## config.mk

```make
export PLATFORM = sky130hd
export DESIGN_NAME = bpio_ctrl
export DESIGN_NICKNAME = d
export VERILOG_FILES = /design/src/shared/bpio_pkg.sv /design/src/rtl/bpio_ctrl.sv
export SDC_FILE = /design/constraint.sdc
export NUM_CORES = 1
export LEC_CHECK = 0
export BUFFER_PORTS_ARGS = -buffer_cell sky130_fd_sc_hd__clkbuf_2
export CAP_MARGIN = 40
export CORE_MARGIN = 2
export CORE_UTILIZATION = 58
export CTS_CLUSTER_SIZE = 16
export DETAILED_ROUTE_END_ITERATION = 10
export GPL_TIMING_DRIVEN = 0
export HOLD_SLACK_MARGIN = 0.05
export PLACE_DENSITY = 0.84
export SLEW_MARGIN = 20
export SYNTH_ARGS = -nofsm -noshare
export SYNTH_HDL_FRONTEND = slang
export SYNTH_SLANG_ARGS = --single-unit
```

## constraint.sdc

```tcl
create_clock -name mclk -period 4.2 [get_ports mclk]
set_input_delay 0.63 -clock mclk [delete_from_list [all_inputs] [get_ports mclk]]
set_output_delay 0.63 -clock mclk [all_outputs]
set_load 0.01 [all_outputs]
```

## src/shared/bpio_pkg.sv

```systemverilog
// constants for the parallel i/o control block
// assumes a single 200 MHz clock and no software-visible registers
//
// Operation
// - serial link up to 115200 baud, full commands
// - two-character unit address, sixteen units max
// - serial active until bus goes remote
// - bus handshake, talker, listener, srq, clear, trigger
// - two primaries or primary plus secondaries 00/01
// - srq only untalked, enabled, event or questionable bit pending
// - monitored input changes feed questionable status
// - inhibit within 1 us of ready edge
// - six characters load about 0.15 ms after talk
// - output appears 0.6 to 5.3 ms after terminator
// - pulse width 10..30000 ms, 10 ms steps, 50 default
// - strobe, trigger, clear pulses at least 5 us
// - reset pulse 40 us, held 70 ms reset period; the command pulse also lasts the 70 ms hold
// - indicators: power, ready, talk, listen, srq
// - error indicator lights on bad command
// - lock hides setup and rejects setup changes
// - 48 data lines plus 2 status inputs
package bpio_pkg;
  localparam int unsigned CLK_HZ          = 200_000_000;
  localparam int unsigned CLK_NS          = 5;
  localparam int unsigned MAX_BAUD        = 115_200;
  localparam int unsigned DATA_LINES      = 48;
  localparam int unsigned STATUS_LINES    = 2;
  localparam int unsigned MAX_UNITS       = 16;
  localparam int unsigned MAX_PRIMARY     = 30;
  localparam logic [4:0]  SECONDARY_LOW   = 5'h00;
  localparam logic [4:0]  SECONDARY_HIGH  = 5'h01;
  // times in their own units
  localparam int unsigned STROBE_US       = 5;
  localparam int unsigned RESET_PULSE_US  = 40;
  localparam int unsigned RESET_HOLD_MS   = 70;
  localparam int unsigned INHIBIT_MAX_US  = 1;
  localparam int unsigned OUT_MIN_US      = 600;
  localparam int unsigned OUT_MAX_US      = 5300;
  localparam int unsigned STEP_MS         = 10;
  localparam int unsigned WIDTH_MIN_STEPS = 1;
  localparam int unsigned WIDTH_MAX_STEPS = 3000;
  localparam logic [11:0] WIDTH_DEF_STEPS = 12'h005;
  // derived cycle counts, cycles per us rounded down
  localparam int unsigned CYC_PER_US      = 1000 / CLK_NS;
  localparam int unsigned STROBE_CYC      = STROBE_US * CYC_PER_US;
  localparam int unsigned RESET_PULSE_CYC = RESET_PULSE_US * CYC_PER_US;
  localparam int unsigned INHIBIT_MAX_CYC = INHIBIT_MAX_US * CYC_PER_US;
  localparam int unsigned OUT_MIN_CYC     = OUT_MIN_US * CYC_PER_US;
  localparam int unsigned RESET_HOLD_CYC  = RESET_HOLD_MS * 1000 * CYC_PER_US;
  localparam int unsigned STEP_CYC        = STEP_MS * 1000 * CYC_PER_US;
  // address modes
  typedef enum logic [1:0] {
    BPIO_ADDR_SINGLE = 2'b00,
    BPIO_ADDR_DUAL   = 2'b01,
    BPIO_ADDR_SEC    = 2'b10
  } bpio_addr_e;
endpackage

```

## src/rtl/bpio_ctrl.sv

```systemverilog
// parallel i/o control core: interface select, addressing, srq, pulses
// assumes command decode lives in a sequencer that gives one-cycle strobes
`timescale 1ns/1ps
`default_nettype none
module bpio_ctrl #(
  parameter int unsigned STEP_CYC       = bpio_pkg::STEP_CYC,
  parameter int unsigned RESET_HOLD_CYC = bpio_pkg::RESET_HOLD_CYC,
  parameter int unsigned OUT_MIN_CYC    = bpio_pkg::OUT_MIN_CYC,
  parameter int unsigned MON_LINES      = 15
) (
  // clock and reset
  input  wire logic                            mclk,
  input  wire logic                            rstn,
  // host interface state
  input  wire logic                            serial_present,
  input  wire logic                            bus_present,
  input  wire logic                            bus_remote,
  input  wire logic                            serial_cmd_valid,
  input  wire logic [7:0]                      serial_unit_addr,
  input  wire logic [3:0]                      my_unit_addr,
  input  wire logic                            bus_cmd_valid,
  output logic                                 cmd_accept,
  output logic                                 serial_selected,
  // bus addressing
  input  wire logic [4:0]                      primary_addr,
  input  wire bpio_pkg::bpio_addr_e            addr_mode,
  input  wire logic [4:0]                      rx_primary,
  input  wire logic                            rx_sec_valid,
  input  wire logic [4:0]                      rx_secondary,
  output logic                                 addr_match,
  output logic                                 addr_upper,
  // command events from sequencer
  input  wire logic                            cmd_strobe,
  input  wire logic                            cmd_trigger,
  input  wire logic                            cmd_clear,
  input  wire logic                            cmd_reset,
  input  wire logic                            cmd_pulse,
  input  wire logic                            cmd_terminator,
  input  wire logic                            cmd_error,
  input  wire logic                            cmd_setup_write,
  input  wire logic [11:0]                     pulse_steps,
  input  wire logic                            pulse_width_write,
  input  wire logic                            lock_on,
  output logic                                 setup_reject,
  output logic                                 setup_visible,
  // status and srq
  input  wire logic                            talker,
  input  wire logic                            listener,
  input  wire logic                            srq_enable,
  input  wire logic                            event_status_pending,
  input  wire logic                            self_test_ok,
  input  wire logic [MON_LINES-1:0]            monitor_in,
  input  wire logic [MON_LINES-1:0]            monitor_mask,
  input  wire logic                            questionable_clear,
  output logic [MON_LINES-1:0]                 questionable_reg,
  output logic                                 srq_out,
  // parallel port
  input  wire logic                            external_data_ready,
  input  wire logic [bpio_pkg::DATA_LINES-1:0] data_in,
  input  wire logic [bpio_pkg::STATUS_LINES-1:0] status_in,
  input  wire logic [bpio_pkg::DATA_LINES-1:0] out_word,
  output logic [bpio_pkg::DATA_LINES-1:0]      data_out,
  output logic [bpio_pkg::DATA_LINES-1:0]      input_latch,
  output logic [bpio_pkg::STATUS_LINES-1:0]    status_sync,
  output logic                                 data_inhibit,
  output logic                                 strobe_out,
  output logic                                 trigger_out,
  output logic                                 clear_out,
  output logic                                 reset_out,
  output logic                                 pulse_out,
  // indicators
  output logic                                 power_indicator,
  output logic                                 ready_indicator,
  output logic                                 talk_indicator,
  output logic                                 listen_indicator,
  output logic                                 srq_indicator,
  output logic                                 error_indicator
);
  localparam int unsigned SW = 16;
  localparam int unsigned LW = 24;
  localparam logic [SW-1:0] STB_END  = SW'(bpio_pkg::STROBE_CYC - 1);
  localparam logic [LW-1:0] RST_HOLD = LW'(RESET_HOLD_CYC - 1);
  localparam logic [LW-1:0] OUT_END  = LW'(OUT_MIN_CYC - 1);
  localparam logic [LW-1:0] STEP_END = LW'(STEP_CYC - 1);

  // parameter checks: refuse monitor widths and counts that the timers cannot serve
  if (MON_LINES < 1 || MON_LINES > 15) begin : g_bad_mon
    $error("MON_LINES out of range");
  end
  if (STEP_CYC < 1 || OUT_MIN_CYC < 1) begin : g_bad_count
    $error("step or out count below one");
  end
  if (RESET_HOLD_CYC <= bpio_pkg::RESET_PULSE_CYC) begin : g_bad_hold
    $error("reset hold too short");
  end
  if (RESET_HOLD_CYC > (1 << LW) || STEP_CYC > (1 << LW) || OUT_MIN_CYC > (1 << LW)) begin : g_bad_long
    $error("count too wide for timers");
  end
  if (bpio_pkg::STROBE_CYC > (1 << SW)) begin : g_bad_strobe
    $error("strobe count too wide");
  end

  // input synchronisers: two flops before any logic
  logic [MON_LINES+bpio_pkg::STATUS_LINES:0] sync1_reg, sync2_reg;
  logic [bpio_pkg::DATA_LINES-1:0]           din1_reg, din2_reg;
  always_ff @(posedge mclk) begin
    sync1_reg <= {external_data_ready, status_in, monitor_in};
    sync2_reg <= sync1_reg;
    din1_reg  <= data_in;
    din2_reg  <= din1_reg;
  end
  wire                  edr_s  = sync2_reg[MON_LINES+bpio_pkg::STATUS_LINES];
  wire [MON_LINES-1:0]  mon_s  = sync2_reg[MON_LINES-1:0];
  assign status_sync = sync2_reg[MON_LINES+:bpio_pkg::STATUS_LINES];

  // interface select: serial until bus goes remote, then bus
  // the bus never hands control back; only a reset returns it to serial
  logic bus_owns_reg;
  always_ff @(posedge mclk) begin
    if (!rstn) bus_owns_reg <= 1'b0;
    else if (bus_present && bus_remote) bus_owns_reg <= 1'b1;
  end
  wire serial_owns = serial_present && !(bus_owns_reg || !serial_present);
  // two character unit address, low nibble picks one of sixteen units
  wire serial_addr_ok = (serial_unit_addr[3:0] == my_unit_addr);
  assign serial_selected = serial_owns;
  assign cmd_accept = serial_owns ? (serial_cmd_valid && serial_addr_ok)
                                  : (bus_cmd_valid && bus_present);

  // bus address decode
  wire prim_ok  = (primary_addr <= 5'(bpio_pkg::MAX_PRIMARY));
  wire hit_lo   = prim_ok && (rx_primary == primary_addr);
  wire hit_hi   = prim_ok && (rx_primary == primary_addr + 5'h01);
  wire sec_lo   = rx_sec_valid && (rx_secondary == bpio_pkg::SECONDARY_LOW);
  wire sec_hi   = rx_sec_valid && (rx_secondary == bpio_pkg::SECONDARY_HIGH);
  assign addr_match = (addr_mode == bpio_pkg::BPIO_ADDR_SINGLE) ? hit_lo :
                      (addr_mode == bpio_pkg::BPIO_ADDR_DUAL)   ? (hit_lo || hit_hi) :
                      (hit_lo && (sec_lo || sec_hi));
  assign addr_upper = (addr_mode == bpio_pkg::BPIO_ADDR_DUAL) ? hit_hi :
                      (addr_mode == bpio_pkg::BPIO_ADDR_SEC)  ? (hit_lo && sec_hi) : 1'b0;

  // questionable status: sticky change bits, set wins over clear
  // previous value follows the pins in reset, so idle-high lines raise no false change
  logic [MON_LINES-1:0] mon_prev_reg;
  wire  [MON_LINES-1:0] mon_change = (mon_s ^ mon_prev_reg) & monitor_mask;
  always_ff @(posedge mclk) begin
    if (!rstn) begin
      mon_prev_reg     <= mon_s;
      questionable_reg <= '0;
    end else begin
      mon_prev_reg     <= mon_s;
      questionable_reg <= (questionable_clear ? '0 : questionable_reg) | mon_change;
    end
  end

  // service request, dropped while addressed as talker
  // the request drops the cycle after the unit is addressed to talk
  wire srq_next = !talker && srq_enable && (event_status_pending || (|questionable_reg));
  always_ff @(posedge mclk) begin
    if (!rstn) srq_out <= 1'b0;
    else       srq_out <= srq_next;
  end

  // lock handling for stored setup
  assign setup_reject  = lock_on && cmd_setup_write;
  assign setup_visible = !lock_on;

  // pulse width register in 10 ms steps
  // out-of-range or locked writes are dropped; flagging them is the sequencer's job
  logic [11:0] width_reg;
  wire width_ok = (pulse_steps >= 12'(bpio_pkg::WIDTH_MIN_STEPS)) &&
                  (pulse_steps <= 12'(bpio_pkg::WIDTH_MAX_STEPS));
  always_ff @(posedge mclk) begin
    if (!rstn) width_reg <= bpio_pkg::WIDTH_DEF_STEPS;
    else if (pulse_width_write && width_ok && !lock_on) width_reg <= pulse_steps;
  end

  // short control pulses have one timing counter each via generate
  // a new start while running restarts the count and stretches the pulse
  localparam int unsigned NP = 3;
  wire [NP-1:0] p_start = {cmd_clear, cmd_trigger, cmd_strobe};
  logic [NP-1:0] p_act;
  genvar gi;
  generate
    for (gi = 0; gi < NP; gi++) begin : g_pulse
      logic [SW-1:0] cnt_reg;
      logic          on_reg;
      always_ff @(posedge mclk) begin
        if (!rstn) begin
          on_reg  <= 1'b0;
          cnt_reg <= '0;
        end else if (p_start[gi]) begin
          on_reg  <= 1'b1;
          cnt_reg <= '0;
        end else if (on_reg) begin
          on_reg  <= (cnt_reg != STB_END);
          cnt_reg <= cnt_reg + SW'(1);
        end
      end
      assign p_act[gi] = on_reg;
    end
  endgenerate
  assign strobe_out  = p_act[0];
  assign trigger_out = p_act[1];
  assign clear_out   = p_act[2];

  // reset output held for the whole internal reset period
  // the command pulse uses the same hold, far above the 40 us least width
  logic [LW-1:0] rst_cnt_reg;
  logic          rst_on_reg;
  always_ff @(posedge mclk) begin
    if (!rstn) begin
      rst_on_reg  <= 1'b1;
      rst_cnt_reg <= '0;
    end else if (cmd_reset) begin
      rst_on_reg  <= 1'b1;
      rst_cnt_reg <= '0;
    end else if (rst_on_reg) begin
      rst_on_reg  <= (rst_cnt_reg != RST_HOLD);
      rst_cnt_reg <= rst_cnt_reg + LW'(1);
    end
  end
  assign reset_out = rst_on_reg;

  // programmable line pulse: step tick and step count
  // width is taken at start, so a write during a pulse affects the next one
  logic [LW-1:0] step_cnt_reg;
  logic [11:0]   steps_left_reg;
  always_ff @(posedge mclk) begin
    if (!rstn) begin
      pulse_out      <= 1'b0;
      step_cnt_reg   <= '0;
      steps_left_reg <= '0;
    end else if (cmd_pulse) begin
      pulse_out      <= 1'b1;
      step_cnt_reg   <= '0;
      steps_left_reg <= width_reg;
    end else if (pulse_out) begin
      step_cnt_reg <= (step_cnt_reg == STEP_END) ? '0 : step_cnt_reg + LW'(1);
      if (step_cnt_reg == STEP_END) begin
        steps_left_reg <= steps_left_reg - 12'h001;
        pulse_out      <= (steps_left_reg != 12'h001);
      end
    end
  end

  // output latency: data lands a fixed 0.6 ms after terminator
  // a terminator while waiting replaces the pending word and restarts the wait
  logic [LW-1:0] out_cnt_reg;
  logic          out_wait_reg;
  logic [bpio_pkg::DATA_LINES-1:0] pend_reg;
  always_ff @(posedge mclk) begin
    if (!rstn) begin
      out_wait_reg <= 1'b0;
      out_cnt_reg  <= '0;
      pend_reg     <= '0;
      data_out     <= '0;
    end else if (cmd_terminator) begin
      out_wait_reg <= 1'b1;
      out_cnt_reg  <= '0;
      pend_reg     <= out_word;
    end else if (out_wait_reg) begin
      out_cnt_reg <= out_cnt_reg + LW'(1);
      if (out_cnt_reg == OUT_END) begin
        data_out     <= pend_reg;
        out_wait_reg <= 1'b0;
      end
    end
  end

  // data inhibit: set on ready rising edge, clear once loaded by talker
  // the word comes from its own two-flop pair and must be steady by the edge
  logic edr_prev_reg;
  always_ff @(posedge mclk) begin
    if (!rstn) begin
      edr_prev_reg <= edr_s; // no false edge after reset
      data_inhibit <= 1'b0;
      input_latch  <= '0;
    end else begin
      edr_prev_reg <= edr_s;
      if (edr_s && !edr_prev_reg) begin
        data_inhibit <= 1'b1;
        input_latch  <= din2_reg;
      end else if (data_inhibit && talker) begin
        data_inhibit <= 1'b0;
      end
    end
  end

  // front panel indicators
  logic err_reg;
  always_ff @(posedge mclk) begin
    if (!rstn) err_reg <= 1'b0;
    else if (cmd_error) err_reg <= 1'b1;
    else if (cmd_clear) err_reg <= 1'b0;
  end
  assign power_indicator  = 1'b1;
  assign ready_indicator  = self_test_ok && !rst_on_reg;
  assign talk_indicator   = talker;
  assign listen_indicator = listener;
  assign srq_indicator    = srq_out;
  assign error_indicator  = err_reg;
endmodule
`default_nettype wire

```

==> results.yml <==
cts:
  clk_pin_slew_worst_paths_ns: 0.07
  cts_root_buf: "clkbuf_16"
  cts_setup_buffers: 0
  cts_resized: 0
  cts_buffers: 46
  cts_max_level: 2
  cts_tree: "built"
  ctsHoldBuffers: 0
  clock-sinks: 461
  cts_buffer_depth: 3
  clkLatencyLatePin_ns: 0.54
setup_path:
  r2r_cells: 8
  crit_path_start_kind: "input port"
  required_ns: 3.57
  path_class: "input port to output port"
  cp.buffers_inverters: 3
  critPathCaptureType: "output port"
  cp_common_cell: "clkbuf_2"
  ff2ff_setup_slack_ns: 2.14
  crit_slowest_cell: "nor4_1"
  timing.rr.end: "step_cnt_reg[13]"
  critical_path.top_delay_family: "simple AND/OR/NAND/NOR gates"
  r2r-start: "step_cnt_reg[0]"
  cp_max_fo: 4
  arrival_ns: 1.99
  path_cells: "clkbuf_2 -> inv_1 -> ha_1 -> xor2_1 -> nand4b_1 -> nor4_1 -> a21o_1 -> clkbuf_2"
  max_stage_delay_ns: 0.35
synth:
  synthArstFlopShare: 0
  ys_ff_latch: 461
  synth_nets: 1867
  ys_types: 58
  synth_edf_count: 0
  ys_warn_count: 0
  synth.avg_cell_area_sq_um: 9.62
  syn-cell-area_sq_mm: 0.0160
  synthCells: 1663
  synth_seq_area_share: 0.577
  synth_top_flop_cell: "dfxtp_1"
routing:
  drc_errors: 0
  dr.pass1.iters: 8
  vias: 13000
  drtAntennaViolNets: 0
  wl_per_cell_um: 16.1
  wl_mm: 38.7
  initialDrtViolationCount: 862
  vias_per_cell: 5.41
die:
  ios: 326
  design.die.area_sq_mm: 0.0289
  die_x_um: 170
  die_h_um: 170
  row_count: 60
  start_util: 0.592
  core-area_sq_mm: 0.0270
global_route:
  antenna_found_initial: 1
  grt_overflow: 0
  grtUsageMet2: 0.465
  busiest_layer: "met2"
  grt_util_met1: 0.295
  grt_usage: 0.264
  grt_max_degree: 16
  grt_first_pass_wirelength_mm: 61.7
  grt_util_met3: 0.0777
  grt_pass1_vias: 13000
timing:
  fmax_ghz: 0.381
  tightest_slew_ns: 0.870
  rsz0062_at_grt: "false"
  hold_violations: 0
  timing.setup.tns_ns: 0
  finalMaxSlewViolations: 0
  setup_viol: 0
  relSlewSlack: 0.420
  fin_worst_skew_ns: 0.0160
  fin_crit_sh: 0.625
  fin_crit_ns: 2.62
power:
  p_leak_nw: 8.12
  ir_drop_mv: 0.452
  pwr_density_cell_mw_per_mm2: 469
placed_design:
  place.gp.congestion: 0.894
  hpwl_mm: 27.5
  placed_area_sq_mm: 0.0180
  io_buffers: 318
final_layout:
  fillers: 1970
  final_area_sq_mm: 0.0195
  final_nets: 2233
  drive_above_1_share: 0.217
  layout-area-overhead-vs-synth_pct: 21.9
hold_path:
  hold_depth: 1
  hold_end: "din1_reg[17]"
  hold_start: "data_in[17]"
  hp-class: "input port to flop"
status:
  status: "completed"
flow_run:
  cap_violations: 0
## cell type report
class / instances / area [sq um] / share of cell area
timing repair buffer: 318 / 1590 / 0.0816
sequential: 461 / 9230 / 0.473
clock inverter: 19 / 209 / 0.0107
inverter: 20 / 75.1 / 0.00385
tap: 341 / 427 / 0.0219
clock buffer: 59 / 1280 / 0.0657
multi-input combinational: 1098 / 6270 / 0.321
buffer: 84 / 430 / 0.0221
antenna: 1 / 2.50 / 0.000128
## worst reg2reg max path: stages (launching register included)
cell and delay [ns]:
dfxtp_1 0.39, ha_1 0.21, and4b_1 0.26, nand4_1 0.18, nor2_2 0.36, or2_1 0.16
buf_4 0.17, buf_6 0.16, nor2_1 0.06
## cell families (layout without fill, tap and decap cells)
group	Yosys count	count (layout)	share of synthesized area
other	1	2	0.000234
adder cells (fa/ha/maj)	10	10	0.00782
XOR/XNOR	128	128	0.0701
multiplexers	65	65	0.0408
buffers and inverters	104	500	0.0316
AO/OA/AOI/OAI	182	182	0.0607
flip-flops	461	461	0.577
AND/OR/NAND/NOR	712	712	0.212
## metal layers
metal  routed length (um)  part of all wire
met2                18900              0.49
met4                 1430             0.037
met3                 3070             0.079
met5                    0                 0
met1                15300              0.40
## layout by cell type (no fill, tap or decap), types with 19 or more instances in the layout
cell and count:
clkbuf_2 318, nor2b_1 24, clkbuf_1 57, xnor2_1 54
xor2_1 74, nor4_1 22, clkbuf_16 47, a21oi_1 139
inv_1 19, nand4_1 30, nand3_1 43, nor3_1 34
o21ai_0 24, mux2i_1 63, nor2_1 201, dfxtp_1 461
nand2_1 252, and3_1 22
## cells in the mapped netlist, types with 22 or more instances
cell	instances	area, sq um
a21oi_1	139	696
and3_1	22	138
clkbuf_1	51	191
dfxtp_1	461	9230
mux2i_1	63	631
nand2_1	252	946
nand3_1	43	215
nand4_1	30	188
nor2_1	201	754
nor2b_1	24	150
nor3_1	34	170
nor4_1	22	138
o21ai_0	24	120
xnor2_1	54	473
xor2_1	74	648
## through the flow
| stage | utilization | std cells | setup WS [ns] | hold slack [ns] | power, W |
|---|---|---|---|---|---|
| global placement | 0.667 | 2322 | 1.45 | 0.310 | 0.00517 |
| detailed placement | 0.667 | 2322 | 1.44 | 0.312 | 0.00519 |
| global route | 0.722 | 2400 | 1.46 | 0.169 | 0.00945 |
| CTS | 0.722 | 2400 | 1.59 | 0.168 | 0.00920 |
| floorplan | - | 1663 | 1.94 | 0.310 | 0.00495 |
| finish | 0.722 | 2401 | 1.58 | 0.186 | 0.00915 |
## worst max-delay path by stage
| stage | slack, ns | startpoint | cells after the start | endpoint |
|---|---|---|---|---|
| finish | 1.58 | primary_addr[0] | 8 | addr_match |
| global placement | 1.45 | rstn | 6 | questionable_reg[13] |
| detailed placement | 1.44 | rstn | 6 | pend_reg[2] |
| CTS | 1.59 | primary_addr[0] | 8 | addr_upper |
| global route | 1.46 | primary_addr[0] | 8 | addr_upper |
| floorplan | 1.94 | primary_addr[3] | 5 | addr_match |
## report_power, final
| group | switching (W) | internal [W] |
|---|---|---|
| clock network | 0.00165 | 0.00239 |
| logic | 0.000284 | 0.000214 |
| registers | 0.0000767 | 0.00453 |
Power figures use the tool's default switching activity.
